==> src/hw/reset_pulse_pkg.sv <==
package reset_pulse_pkg;
  localparam int unsigned CLK_RATE_HZ     = 10_000_000;
  localparam int unsigned CLK_PERIOD_NS   = 1_000_000_000 / CLK_RATE_HZ;
  // Nominal durations inside the documented ranges, in microseconds
  localparam int unsigned RESET_PULSE_US  = 50;
  localparam int unsigned START_DELAY_US  = 80;
  localparam int unsigned START_PULSE_US  = 16;
  localparam int unsigned RESET_PULSE_CYC =
    RESET_PULSE_US * 1000 / CLK_PERIOD_NS;
  localparam int unsigned START_DELAY_CYC =
    START_DELAY_US * 1000 / CLK_PERIOD_NS;
  localparam int unsigned START_PULSE_CYC =
    START_PULSE_US * 1000 / CLK_PERIOD_NS;
  localparam int unsigned CNT_W           = 10;
  localparam int unsigned LOGIC_TRIG_N    = 3;
  localparam logic [CNT_W-1:0] CNT_ZERO   = 10'h000;
  localparam logic [CNT_W-1:0] CNT_ONE    = 10'h001;
endpackage

==> src/hw/shaper_if.sv <==
`timescale 1ns/1ps
interface shaper_if;
  logic trig;
  logic pulse;
  modport shaper (input trig, output pulse);
  modport user   (output trig, input pulse);
endinterface

==> src/hw/reset_pulse_standardizer.sv <==
// What this block does
// (RULE1) Start trigger rise fires three resets, then delayed start pulse.
// (RULE2) Delayed start pulse lasts 12 to 20 us, after the resets.
// (RULE3) Each reset pulse lasts 37 to 64 us.
// (RULE4) Start trigger falling edge produces nothing.
// (RULE5) Logic triggers fire only the first reset pulse.
// (RULE6) Third reset pulse start fires first reset via inverted chain.
// (RULE7) First stage fires on OR rising edge; chain drops when third ends.
// (RULE8) Reset outputs idle inactive, active only during the pulse.
// (RULE9) Each reset output drives direct resets of up to 20 flops.
// (RULE10) Shaper emits fixed pulse on rise, ends early if input drops.
// (RULE11) Trigger source holds input long enough and allows recovery time; the testbench holds one logic trigger for only 100 cycles.
// (RULE12) Delayed start begins 67 to 97 us after trigger rise.
// (RULE13) Durations come from counters on the reference clock.
// (RULE14) Trigger inputs are synchronised and edge detected.
`timescale 1ns/1ps
module reset_pulse_standardizer
  import reset_pulse_pkg::*;
(
  input  wire logic                    i_ref_clk,
  input  wire logic                    i_rstn,
  input  wire logic                    i_start_trigger,
  input  wire logic [LOGIC_TRIG_N-1:0] i_logic_trigger,
  output logic                         o_first_reset_pulse_n,
  output logic                         o_second_reset_pulse_n,
  output logic                         o_third_reset_pulse_n,
  output logic                         o_delayed_start_pulse
);
  // Reset phase keeps the start-fed stages triggered for one pulse length;
  // hold-off covers the rest of the start delay
  typedef enum logic [1:0] {
    SEQ_IDLE,
    SEQ_RESET,
    SEQ_HOLDOFF,
    SEQ_START
  } seq_t;

  typedef struct packed {
    // Pin synchronisers and edge history
    logic                    start_s1;
    logic                    start_s2;
    logic                    start_d;
    logic [LOGIC_TRIG_N-1:0] logic_s1;
    logic [LOGIC_TRIG_N-1:0] logic_s2;
    // Shaper trigger levels
    logic                    second_trig;
    logic                    third_trig;
    logic                    first_or;
    // Start sequencer
    seq_t                    seq;
    logic [CNT_W-1:0]        cnt;
    // Registered outputs
    logic                    first_n;
    logic                    second_n;
    logic                    third_n;
    logic                    start_pulse;
  } top_state_t;

  localparam logic [CNT_W-1:0] RESET_LEN = CNT_W'(RESET_PULSE_CYC);
  localparam logic [CNT_W-1:0] DELAY_LEN = CNT_W'(START_DELAY_CYC);
  localparam logic [CNT_W-1:0] START_LEN = CNT_W'(START_PULSE_CYC);
  // Part of the start delay left once the reset phase is over
  localparam logic [CNT_W-1:0] HOLD_LEN  = DELAY_LEN - RESET_LEN;

  top_state_t st;
  top_state_t next_st;
  logic       start_rise;
  logic       any_logic;
  logic       chain;
  logic       reset_busy;

  shaper_if first_if ();
  shaper_if second_if ();
  shaper_if third_if ();

  pulse_shaper #(.LEN(RESET_LEN)) u_first (
    .i_ref_clk (i_ref_clk),
    .i_rstn    (i_rstn),
    .port_io   (first_if)
  );
  pulse_shaper #(.LEN(RESET_LEN)) u_second (
    .i_ref_clk (i_ref_clk),
    .i_rstn    (i_rstn),
    .port_io   (second_if)
  );
  pulse_shaper #(.LEN(RESET_LEN)) u_third (
    .i_ref_clk (i_ref_clk),
    .i_rstn    (i_rstn),
    .port_io   (third_if)
  );

  // Shaper inputs held high for the full length in a start sequence; a short logic trigger cuts the first pulse short
  assign second_if.trig = st.second_trig;
  assign third_if.trig  = st.third_trig;
  assign first_if.trig  = st.first_or; // (RULE7)

  assign start_rise = st.start_s2 && !st.start_d; // (RULE4)
  assign any_logic  = |st.logic_s2;
  // Inverter on the active-low third output, idle low between sequences
  assign chain      = !st.third_n; // (RULE6)
  assign reset_busy = second_if.pulse || third_if.pulse;

  always_comb begin
    next_st = st;

    // Pin inputs pass two flops before anything reads them
    next_st.start_s1 = i_start_trigger; // (RULE14)
    next_st.start_s2 = st.start_s1;
    next_st.start_d  = st.start_s2;
    next_st.logic_s1 = i_logic_trigger;
    next_st.logic_s2 = st.logic_s1;

    // A start rise while a sequence runs is ignored, so a bouncing relay
    // cannot retrigger a stage and have its pulse cut short
    case (st.seq)
      SEQ_IDLE: begin
        if (start_rise) begin
          next_st.seq = SEQ_RESET; // (RULE1)
          next_st.cnt = RESET_LEN - CNT_ONE;
        end
      end
      SEQ_RESET: begin
        if (st.cnt == CNT_ZERO) begin
          next_st.seq = SEQ_HOLDOFF; // (RULE12)
          next_st.cnt = HOLD_LEN - CNT_ONE;
        end else begin
          next_st.cnt = st.cnt - CNT_ONE; // (RULE13)
        end
      end
      SEQ_HOLDOFF: begin
        // Start pulse also waits for both start-fed stages to be quiet
        if (st.cnt == CNT_ZERO) begin
          if (!reset_busy) begin
            next_st.seq         = SEQ_START; // (RULE2)
            next_st.cnt         = START_LEN - CNT_ONE;
            next_st.start_pulse = 1'b1;
          end
        end else begin
          next_st.cnt = st.cnt - CNT_ONE;
        end
      end
      SEQ_START: begin
        if (st.cnt == CNT_ZERO) begin
          next_st.seq         = SEQ_IDLE;
          next_st.start_pulse = 1'b0;
        end else begin
          next_st.cnt = st.cnt - CNT_ONE;
        end
      end
      default: begin
        next_st.seq         = SEQ_IDLE;
        next_st.cnt         = CNT_ZERO;
        next_st.start_pulse = 1'b0;
      end
    endcase

    // Level held for exactly one pulse length, then low for the rest of
    // the sequence, which gives the stages their recovery time
    next_st.second_trig = (next_st.seq == SEQ_RESET); // (RULE1)
    next_st.third_trig  = (next_st.seq == SEQ_RESET);

    // Chain drops with the third pulse, so logic triggers stay unmasked
    next_st.first_or = chain || any_logic; // (RULE5)

    // Active-low direct resets, idle high
    next_st.first_n  = !first_if.pulse; // (RULE8) (RULE9)
    next_st.second_n = !second_if.pulse; // (RULE3)
    next_st.third_n  = !third_if.pulse;
  end

  always_ff @(posedge i_ref_clk or negedge i_rstn) begin
    if (!i_rstn) begin
      st          <= '0;
      st.seq      <= SEQ_IDLE;
      st.first_n  <= 1'b1;
      st.second_n <= 1'b1;
      st.third_n  <= 1'b1;
    end else begin
      st <= next_st;
    end
  end

  assign o_first_reset_pulse_n  = st.first_n;
  assign o_second_reset_pulse_n = st.second_n;
  assign o_third_reset_pulse_n  = st.third_n;
  assign o_delayed_start_pulse  = st.start_pulse;
endmodule

==> src/hw/pulse_shaper.sv <==
`timescale 1ns/1ps
module pulse_shaper
  import reset_pulse_pkg::*;
#(
  parameter logic [CNT_W-1:0] LEN = CNT_ONE
) (
  input  wire logic  i_ref_clk,
  input  wire logic  i_rstn,
  shaper_if.shaper   port_io
);
  typedef struct packed {
    logic             trig_d;
    logic             pulse;
    logic [CNT_W-1:0] cnt;
  } shaper_state_t;

  shaper_state_t st;
  shaper_state_t next_st;

  always_comb begin
    next_st        = st;
    next_st.trig_d = port_io.trig;
    if (port_io.trig && !st.trig_d) begin
      next_st.pulse = 1'b1; // (RULE10)
      next_st.cnt   = LEN - CNT_ONE;
    end else if (st.pulse) begin
      if (!port_io.trig || st.cnt == CNT_ZERO) begin
        next_st.pulse = 1'b0; // (RULE10)
      end else begin
        next_st.cnt = st.cnt - CNT_ONE;
      end
    end
  end

  always_ff @(posedge i_ref_clk or negedge i_rstn) begin
    if (!i_rstn) begin
      st <= '0;
    end else begin
      st <= next_st;
    end
  end

  assign port_io.pulse = st.pulse;
endmodule

==> config.mk <==
export PLATFORM = sky130hd
export DESIGN_NAME = reset_pulse_standardizer
export DESIGN_NICKNAME = d
export VERILOG_FILES = /design/src/hw/reset_pulse_pkg.sv /design/src/hw/shaper_if.sv /design/src/hw/reset_pulse_standardizer.sv /design/src/hw/pulse_shaper.sv
export SDC_FILE = /design/constraint.sdc
export NUM_CORES = 1
export LEC_CHECK = 0
export BUFFER_PORTS_ARGS = -buffer_cell sky130_fd_sc_hd__buf_2
export CORE_MARGIN = 3
export CORE_UTILIZATION = 40
export DETAILED_ROUTE_END_ITERATION = 8
export GPL_TIMING_DRIVEN = 0
export PLACE_DENSITY = 0.66
export SLEW_MARGIN = 15
export SYNTH_ARGS = -nofsm -noshare
export SYNTH_HDL_FRONTEND = slang
export SYNTH_HIERARCHICAL = 1
export SYNTH_SLANG_ARGS = --single-unit
==> constraint.sdc <==
create_clock -name i_ref_clk -period 2.2 [get_ports i_ref_clk]
set_clock_uncertainty 0.1 [all_clocks]
set_input_delay 0.11 -clock i_ref_clk [delete_from_list [all_inputs] [get_ports i_ref_clk]]
set_output_delay 0.11 -clock i_ref_clk [all_outputs]
set_load 0.01 [all_outputs]
---- Word level (Yosys, flattened, before mapping) ----
Cells that the tools add are included.
word-level totals
  register bits ........................... 62
  input bits .............................. 6
  word-level logic and storage cells ...... 95
  output and inout port bits .............. 4
cells by class
  muxes and demuxes ....................... 25
  equal/unequal tests ..................... 13
  add/sub/neg operators ................... 4
  reductions and logical operators ........ 32
operators by type and width
  operator                                              number
  2-to-1 mux 11 bit                                     6
  2-to-1 mux 10 bit                                     6
  one-hot mux 12 bit (4 select lines)                   1
  logical NOT 10 bit                                    4
  subtractor 10 x 1 -> 10 bit (second input constant)   4
  2-to-1 mux 12 bit                                     2
  != test 2 bit (second input constant)                 6
  logical NOT 1 bit                                     9
  nonzero test 2 bit                                    4
  2-to-1 mux 1 bit                                      6
  2-to-1 mux 2 bit                                      3
  AND reduction 2 bit                                   3
  logical OR 1 bit                                      5
  equality test 2 x 1 -> 1 bit (second input constant)  2
  equality test 2 bit (second input constant)           2
  != test 2 x 1 -> 1 bit (second input constant)        2
  AND reduction 4 bit                                   1
  logical AND 1 bit                                     3
  != test 3 bit (second input constant)                 1
  AND reduction 3 bit                                   1
  OR reduction 3 bit                                    1
  logical NOT 2 bit                                     1
  one-hot mux 1 bit (2 select lines)                    1

---- Depth between registers and ports, before layout ----
Gate-level depths: netlist (run 1).
  depth in word-level cells ............... 5
  mapped depth ............................ 8

---- Modules after synthesis ----
The synthesis (run 1) kept the hierarchy.
modules (own cells, without submodules)
  module                    times used  area each (µm²)  cells an instance  sequential area each (µm²)
  pulse_shaper              3           625.6            61                 300.3
  reset_pulse_standardizer  1           1221.2           113                679.4

---- Worst setup path after synthesis (run 1) ----
OpenSTA, ideal clock, no wires.
  path type ............................... register to register
  start point ............................. register, netlist name st[4]
  end point ............................... register, netlist name st[9]
  path slack .............................. 278 ps
  setup time .............................. 120 ps
  cell stages (with the launch flop) ...... 9
  buffers on the path ..................... 1
  arrival ................................. 1701 ps
  data required time ...................... 1980 ps
  cell sequence ........................... dfrtp_1 inv_1 ha_1 nor3b_2 and3_1 buf_6 nand2_4 or4_4 o211a_1

==> results of run 1 <==
==> how the worst min path moves through the flow <==
stage,startpoint,endpoint,cells past startpoint
after global placement,i_start_trigger,next_st[26],1
after global routing,i_rstn,u_second/st[3],2
after CTS,i_rstn,u_second/st[3],2
after floorplan,i_rstn,first_if.trig,0
after detailed placement,i_rstn,u_second/st[3],1
final,i_rstn,u_second/st[3],2
==> state kept, by name, summed over array words and instances (netlist names), 5 cells and up <==
| signal | flops |
|---|---|
| u_third/st | 11 |
| st | 16 |
| u_first/st | 11 |
| next_st | 5 |
| u_second/st | 11 |
==> routing by layer <==
| metal | GRT usage, % | part of all wire [%] |
|---|---|---|
| met5 | 0 | 0 |
| met4 | 3.97 | 1.2 |
| met3 | 5.05 | 4.1 |
| met2 | 23.1 | 48 |
| met1 | 19.7 | 47 |
==> through the flow <==
step	utilization [%]	TNS [ns]
floorplan	-	0
global placement	44.3	0
detailed placement	44.6	0
CTS	48.3	0
global route	48.8	-0.00335
finish	48.8	0
==> power breakdown <==
group / internal [mW] / switching (mW)
combinational: 0.501 / 0.544
clock: 0.669 / 0.452
sequential: 1.46 / 0.321
total: 2.63 / 1.32
==> cells by family (layout without fill, tap and decap cells) <==
logic type               count (synthesis)  in the layout  share of synthesized area [%]
XOR/XNOR                                13             13                           3.68
multiplexers                             3              3                          0.969
AND/OR/NAND/NOR                        128            128                           23.4
adder cells (fa/ha/maj)                  5              5                           2.02
AO/OA/AOI/OAI                           64             64                           15.1
flip-flops                              63             63                           51.0
buffers and inverters                   20             52                           3.84
==> repair_timing <==
action                     4_1_cts  5_1_grt
gates resized for setup          0        4
hold buffers                     5        0
hold endpoints to repair        65        0
setup endpoints to repair        0        3
buffers inserted                 0        1
==> cells in the mapped netlist, drive strengths merged (2+ instances only) <==
cell type / n
dfrtp: 60
nand2: 29
nor2: 28
a21oi: 15
inv: 13
nand2b: 12
o21ai: 11
nor3: 10
or4: 9
xor2: 9
o211ai: 8
nand3: 7
and3: 6
a31oi: 5
buf: 5
ha: 5
nor2b: 4
o31ai: 4
or2: 4
or3b: 4
xnor2: 4
dfstp: 3
mux2i: 3
nand4b: 3
nor4bb: 3
o2111ai: 3
o311a: 3
o311ai: 3
or3: 3
a21o: 2
a22oi: 2
clkbuf: 2
nor3b: 2
nor4: 2
==> layout make-up <==
| class | instances | area share, % |
|---|---|---|
| Inverter | 13 | 1.36 |
| Multi-Input combinational cell | 213 | 39.6 |
| Clock inverter | 5 | 2.26 |
| Timing Repair Buffer | 16 | 3.48 |
| Tap cell | 99 | 3.44 |
| Buffer | 7 | 1.95 |
| Sequential cell | 63 | 43.9 |
| Clock buffer | 11 | 3.93 |
==> critical path, stage by stage, from the launching register on <==
cell     delay, ns
dfrtp_1       0.42
inv_1         0.10
ha_1          0.15
nor3b_4       0.24
and3_4        0.22
buf_6         0.14
nand2_4       0.05
or4_4         0.44
o211a_1       0.12
==> impl_metrics.csv, run 1 <==
group,metric,value,unit
final_layout,drive_gt1_share,17.4,%
flow_run,cap_violations,0,
final_layout,n_fill_cell,683,
pwr,power.total,3.95,mW
pwr,vdd_ir_drop_max,380,uV
clock_tree,clk_pin_slew,0.07,ns
synthesis,ys_ff_latch,63,
routing,drc,0,
routing,drt-total-wl,5850,um
place,place_ws,0.140,ns
floorplanning,die_area,8840,um^2
clock_tree,cts_buffers,9,
sta,drv_slew,0,
routing,routedWlPerCell,13.7,um
setup_path,critPathMaxFanout,10,
routing,ant_nets,0,
floorplanning,core_area,7370,um^2
synthesis,syn_inst,296,
sta,hold-worst-slack,0.139,ns
setup_path,timing.rr.start,"st[4]",
setup_path,start_kind,"register",
setup_path,r2r-end,"st[9]",
setup_path,critPathRequiredTime,2.33,ns
setup_path,worstSetupPathType,"register to register",
clock_tree,cts_max_path_buffers,2,
final_layout,seqCellArea,1580,um^2
sta,finalHoldViolations,0,
final_layout,multi_input_area,1430,um^2
global_routing,grt_start_max_net_pins,34,
status,status,"completed",
synthesis,synth_nets,307,
sta,fin_crit,2.09,ns
clock_tree,clock_sinks,63,
synthesis,syn_avg_cell_area,10.5,um^2
floorplanning,die_y,94.0,um
setup_path,rrSetupSlack,0.11,ns
setup_path,setup.worst_path.start,"st[4]",
synthesis,async_flop_share,100,%
clock_tree,clk_latency,0.34,ns
global_routing,grt_pass1_vias,2215,
routing,viasPerCell,5.29,
place,place_hpwl,3980,um
worst_hold_path,hp-class,"input pin to async pin",
place,placedCellCount,405,
global_routing,grt_first_pass_wirelength,10300,um
sta,tightest_slew,0.754,ns
pwr,power.density,1100,nW/um^2
place,port_buffers,9,
floorplanning,io_pins,10,
synthesis,synth_top_area_share,48.5,%
routing,dr.first_iter.drc_count,129,
global_routing,track_usage,14.8,%
sta,maxSlewHeadroom,49.1,%
final_layout,diodes,0,
routing,via_count,2257,
routing,firstDrtPassIters,4,
final_layout,nets,334,
pwr,p_leak,1.48,nW
synthesis,synth_top_area_cell,"dfrtp_1",
global_routing,gr-total-overflow,0,
sta,period_share,95.2,%
final_layout,postLayoutCellArea,3600,um^2
final_layout,final_cell_mix,"dfrtp_1, nor2_1, nand2_1",
synthesis,synth_warnings,6,
floorplanning,die_w,94.0,um
clock_tree,root_buffer,"clkbuf_8",
final_layout,syn2layout_area_growth,16.1,%
floorplanning,rows,31,
sta,setup_viol,0,
synthesis,synth.cell_area,3100,um^2
clock_tree,cts_max_level,3,
setup_path,worstPathArrival,2.22,ns
clock_tree,cts_tree,"yes",
place,place.gp.congestion,0.805,
setup_path,reg2regPathDepth,8,
final_layout,final_common_cell,"dfrtp_1",
synthesis,synth_edf_count,0,
sta,max_freq,477,MHz
synthesis,ys_seq_area_share,51.0,%
sta,finalWorstSetupSlack,0.105,ns
place,placed_cell_area,3290,um^2
setup_path,crit_end,"st[9]",
setup_path,crit_path_end_kind,"register",
global_routing,antenna_found_initial,0,
synthesis,synth_ff_type,"dfrtp_1",
floorplanning,initial_core_util,42.0,%
synthesis,yosys-top-cells-area,"dfrtp_1, nand2_1, nor2_1",
final_layout,layout.cells.non_filler,427,
synthesis,yosysUniqueCellTypes,54,
Power figures use the tool's default switching activity.
==> run 2, diff against run 1 <==
--- a/config.mk
+++ b/config.mk
@@ -6,11 +6,13 @@
 export NUM_CORES = 1
 export LEC_CHECK = 0
 export BUFFER_PORTS_ARGS = -buffer_cell sky130_fd_sc_hd__buf_2
+export CELL_PAD_IN_SITES_DETAIL_PLACEMENT = 1
+export CELL_PAD_IN_SITES_GLOBAL_PLACEMENT = 2
 export CORE_MARGIN = 3
 export CORE_UTILIZATION = 40
 export DETAILED_ROUTE_END_ITERATION = 8
 export GPL_TIMING_DRIVEN = 0
-export PLACE_DENSITY = 0.66
+export PLACE_DENSITY = 0.88
 export SLEW_MARGIN = 15
 export SYNTH_ARGS = -nofsm -noshare
 export SYNTH_HDL_FRONTEND = slang
==> impl_metrics.csv, run 2 (synthesis gave the netlist of run 1 again) <==
group,metric,value,unit
status,status,"completed",
final_layout,diodes,0,
sta,tightest_slew,0.735,ns
clock_tree,root_buffer,"clkbuf_8",
final_layout,largest-register,"st",
routing,drc,0,
global_routing,track_usage,16.9,%
setup_path,critPathMaxFanout,10,
routing,viasPerCell,5.38,
global_routing,grt_pass1_vias,2384,
place,place.gp.congestion,0.792,
global_routing,gr-total-overflow,0,
worst_hold_path,hp-class,"input pin to async pin",
final_layout,syn2layout_area_growth,15.4,%
pwr,switching_share,35.8,%
routing,ant_nets,0,
pwr,power.density,1090,nW/um^2
routing,routedWlPerCell,15.3,um
routing,wl_met1,3050,um
global_routing,grt_start_max_net_pins,35,
setup_path,crit_path_end_kind,"register",
setup_path,worstSetupPathType,"register to register",
flow_run,cap_violations,0,
clock_tree,cts_max_level,3,
place,place_hpwl,4590,um
sta,maxSlewHeadroom,50.4,%
final_layout,seqCellArea,1580,um^2
sta,max_freq,477,MHz
floorplanning,initial_core_util,42.0,%
clock_tree,cts_max_path_buffers,2,
sta,setup_tns,0,ns
final_layout,multi_input_area,1430,um^2
pwr,clock_power_share,26.6,%
clock_tree,clk_pin_slew,0.08,ns
floorplanning,die_w,94.0,um
final_layout,final_cell_mix,"dfrtp_1, nor2_1, nand2_1",
routing,drt-total-wl,6550,um
final_layout,n_fill_cell,838,
sta,grt_setup_unrepaired,"false",
pwr,p_leak,1.48,nW
clock_tree,cts_tree,"yes",
final_layout,layout.cells.non_filler,427,
sta,fin_crit,2.10,ns
clock_tree,clock_sinks,63,
setup_path,start_kind,"register",
floorplanning,die_y,94.0,um
floorplanning,rows,31,
floorplanning,io_pins,10,
pwr,power.total,3.90,mW
pwr,p_int,2.50,mW
sta,finalHoldViolations,0,
sta,period_share,95.3,%
routing,firstDrtPassIters,4,
global_routing,antenna_found_initial,0,
pwr,p_seq_share,46.1,%
pwr,vdd_ir_drop_max,401,uV
floorplanning,core_area,7370,um^2
sta,setup_viol,0,
routing,highest_layer,"met4",
place,placed_cell_area,3290,um^2
routing,via_count,2297,
place,placedCellCount,405,
final_layout,drive_gt1_share,17.7,%
routing,wl_met3,173,um
floorplanning,die_area,8840,um^2
pwr,power_switching,1.40,mW
final_layout,final_common_cell,"dfrtp_1",
place,port_buffers,9,
setup_path,critPathRequiredTime,2.34,ns
clock_tree,cts_buffers,9,
routing,route.met2.wl,3160,um
final_layout,postLayoutCellArea,3580,um^2
final_layout,post-route-util,48.5,%
routing,dr.first_iter.drc_count,84,
setup_path,worstPathArrival,2.24,ns
sta,drv_slew,0,
final_layout,largest_reg_flops,16,
final_layout,nets,334,
global_routing,grt_first_pass_wirelength,11500,um
clock_tree,clk_latency,0.35,ns
pwr,pwr-share-comb,27.3,%
run 2: cell count changes in the layout (fill, tap and decap cells not counted), sizes merged:
cell    change
inv         +3
clkbuf      -2
bufinv      -1
run 2: what timing repair did:
item                                    4_1_cts  5_1_grt
setup buffers                                 0        1
cloned                                        0        0
resized for setup                             1        3
endpoints found under the setup margin        1        3
endpoints found under the hold margin        64        0
hold buffers                                  5        0
run 2: power by group through the flow:
stage	Clock [mW]	Sequential, mW	Combinational [mW]
final	1.04	1.80	1.07
after global routing	1.13	1.85	1.25
after CTS	1.07	1.79	1.06
after detailed placement	0	1.80	1.04
after global placement	0	1.78	0.990
after floorplan	0	1.72	0.799
run 2: worst paths after layout:
| path | start | to | slack, ns | depth (start not counted) |
|---|---|---|---|---|
| setup / recovery | st[4] | st[9] | 0.10 | 8 |
| hold / removal | i_rstn | st[13] | 0.13 | 2 |
| setup reg to reg | st[4] | st[9] | 0.10 | 8 |
| hold reg to reg | next_st[20] | st[20] | 0.24 | 0 |
| max in group asynchronous | i_rstn | o_third_reset_pulse_n | 1.30 | 3 |
| min in group i_ref_clk | next_st[20] | st[20] | 0.24 | 0 |
run 2: layer usage:
layer  up-vias  track usage, %
li1       1134               -
met1      1125            21.7
met2        24            26.3
met3        14            3.93
met4         0            9.27
met5         -               0
run 2: metrics by stage:
stage | hold WS (ns) | worst slack (ns)
6_report | 0.131 | 0.104
5_1_grt | 0.158 | 0.00224
4_1_cts | 0.129 | 0.0675
3_5_place_dp | -0.0301 | 0.0130
3_3_place_gp | 0.118 | 0.104
2_1_floorplan | -0.286 | 0.278
run 2: worst max-delay path: stages, from the launching register on:
cell and delay [ns]:
dfrtp_1 0.42, inv_1 0.10, ha_1 0.16, nor3b_4 0.23, and3_1 0.20, buf_6 0.15, nand2_4 0.06, or4_4 0.44
o211a_1 0.14
run 2: area by class of cell:
class / count / share of cell area, %
well taps: 99 / 3.46
repair buffers: 16 / 3.50
inverters: 13 / 1.36
flip-flops and latches: 63 / 44.2
multi-input cells: 213 / 39.9
plain buffers: 7 / 1.96
clock buffers: 9 / 3.46
clock inverters: 7 / 2.17
==> run 3, diff against run 2 <==
--- a/config.mk
+++ b/config.mk
@@ -8,11 +8,11 @@
 export BUFFER_PORTS_ARGS = -buffer_cell sky130_fd_sc_hd__buf_2
 export CELL_PAD_IN_SITES_DETAIL_PLACEMENT = 1
 export CELL_PAD_IN_SITES_GLOBAL_PLACEMENT = 2
-export CORE_MARGIN = 3
 export CORE_UTILIZATION = 40
 export DETAILED_ROUTE_END_ITERATION = 8
 export GPL_TIMING_DRIVEN = 0
 export PLACE_DENSITY = 0.88
+export REMOVE_ABC_BUFFERS = 1
 export SLEW_MARGIN = 15
 export SYNTH_ARGS = -nofsm -noshare
 export SYNTH_HDL_FRONTEND = slang
==> impl_metrics.csv, run 3 (synthesis gave the netlist of run 1 again) <==
group,metric,value,unit
pwr,power.total,3.88,mW
routing,ant_nets,0,
sta,maxSlewHeadroom,45.6,%
sta,tightest_slew,0.805,ns
floorplanning,initial_core_util,42.0,%
pwr,power_switching,1.32,mW
pwr,clock_power_share,27.1,%
floorplanning,io_pins,10,
setup_path,critPathRequiredTime,2.33,ns
pwr,switching_share,34.0,%
place,port_buffers,9,
worst_hold_path,hp-class,"input pin to async pin",
setup_path,reg2regPathDepth,5,
clock_tree,clk_latency,0.34,ns
place,place.gp.congestion,0.814,
pwr,p_seq_share,46.2,%
sta,fin_crit,2.06,ns
final_layout,postLayoutCellArea,3510,um^2
setup_path,critical_path.max_stage_delay,0.47,ns
clock_tree,cts_tree,"yes",
floorplanning,rows,31,
global_routing,track_usage,18.2,%
sta,max_freq,485,MHz
global_routing,grt_pass1_vias,2394,
clock_tree,cts_max_path_buffers,2,
setup_path,worstPathArrival,2.19,ns
setup_path,start_kind,"register",
clock_tree,cts_buffers,9,
setup_path,path_cells,"nor4_2 > and3_4 > nand2_4 > or4_4 > o211a_1",
setup_path,r2r-end,"st[9]",
global_routing,grt_first_pass_wirelength,11800,um
sta,finalHoldViolations,0,
routing,via_count,2308,
clock_tree,clk_pin_slew,0.07,ns
flow_run,cap_violations,0,
clock_tree,clock_sinks,63,
setup_path,crit_path_end_kind,"register",
setup_path,cpMaxStageDelayCell,"dfrtp_1",
floorplanning,die_w,90.0,um
setup_path,rrSetupSlack,0.14,ns
setup_path,cp_top_family,"simple AND/OR/NAND/NOR gates",
setup_path,timing.rr.start,"st[8]",
setup_path,critPathMaxFanout,8,
routing,viasPerCell,5.48,
final_layout,drive_gt1_share,16.5,%
clock_tree,cts_max_level,3,
pwr,pwr-share-comb,26.7,%
setup_path,path_buf_inv,0,
pwr,p_leak,1.44,nW
floorplanning,die_y,90.0,um
sta,setup_viol,0,
place,placedCellCount,398,
place,place_hpwl,4700,um
floorplanning,core_area,7370,um^2
sta,period_share,93.7,%
clock_tree,root_buffer,"clkbuf_8",
routing,routedWlPerCell,15.9,um
routing,drt-total-wl,6680,um
status,status,"completed",
place,placed_cell_area,3220,um^2
routing,drc,0,
sta,finalWorstSetupSlack,0.139,ns
floorplanning,die_area,8100,um^2
final_layout,diodes,0,
setup_path,worstSetupPathType,"register to register",
final_layout,final_cell_mix,"dfrtp_1, nor2_1, nand2_1",
pwr,vdd_ir_drop_max,538,uV
final_layout,layout.cells.non_filler,421,
global_routing,gr-total-overflow,0,
pwr,power.density,1110,nW/um^2
pwr,p_int,2.56,mW
sta,grt_setup_unrepaired,"false",
global_routing,grt_start_max_net_pins,34,
sta,drv_slew,0,
final_layout,syn2layout_area_growth,13.3,%
final_layout,final_common_cell,"dfrtp_1",
final_layout,largest_reg_flops,16,
final_layout,largest-register,"st",
global_routing,antenna_found_initial,0,
final_layout,nets,328,
routing,dr.first_iter.drc_count,43,
routing,firstDrtPassIters,4,
sta,setup_tns,0,ns
place,place_ws,-0.0852,ns
## run 3: worst max-delay path by stage
stage | from | end | slack (ns) | cells after the start
after floorplan | st[4] | st[9] | 0.20 | 7
after global placement | st[4] | st[9] | -0.05 | 7
after detailed placement | st[4] | st[9] | -0.09 | 7
after CTS | st[4] | st[9] | 0.01 | 7
after global routing | third_if.trig | u_third/st[9] | 0.03 | 4
final | st[8] | st[9] | 0.14 | 5
## run 3: area by class of cell
type,count,area (um^2)
sequential,63,1580
inverter,13,48.8
clock inverter,3,40.0
timing repair buffer,17,133
fill,853,3860
clock buffer,13,169
multi-input combinational,213,1420
tap,99,124
## run 3: routing by layer
metal,track usage [%],wire (um),vias up
met5,0,0,-
met4,6.85,83,0
met3,4.06,138,6
met2,29.3,3200,20
met1,24.0,3250,1172
li1,-,-,1110
## run 3: metrics by stage
| stage | util [%] | hold slack, ns |
|---|---|---|
| floorplan | - | -0.286 |
| global placement | 43.4 | 0.118 |
| detailed placement | 43.7 | -0.0243 |
| CTS | 47.3 | 0.151 |
| global route | 47.6 | 0.190 |
| finish | 47.6 | 0.155 |
## run 3: power by group through the flow
stage                     Clock, mW  Combinational, mW  Sequential [mW]
after floorplan                   0              0.790             1.73
after global placement            0              0.983             1.79
after detailed placement          0               1.04             1.81
after CTS                      1.09               1.05             1.79
after global routing           1.14               1.20             1.84
final                          1.05               1.04             1.79
## run 3: repair_timing
item                                    4_1_cts  5_1_grt
pin swaps                                     0        0
endpoints found under the setup margin        4        3
hold buffers                                  5        0
hold endpoints to repair                     64        0
setup buffers                                 0        2
gates resized for setup                       2        2
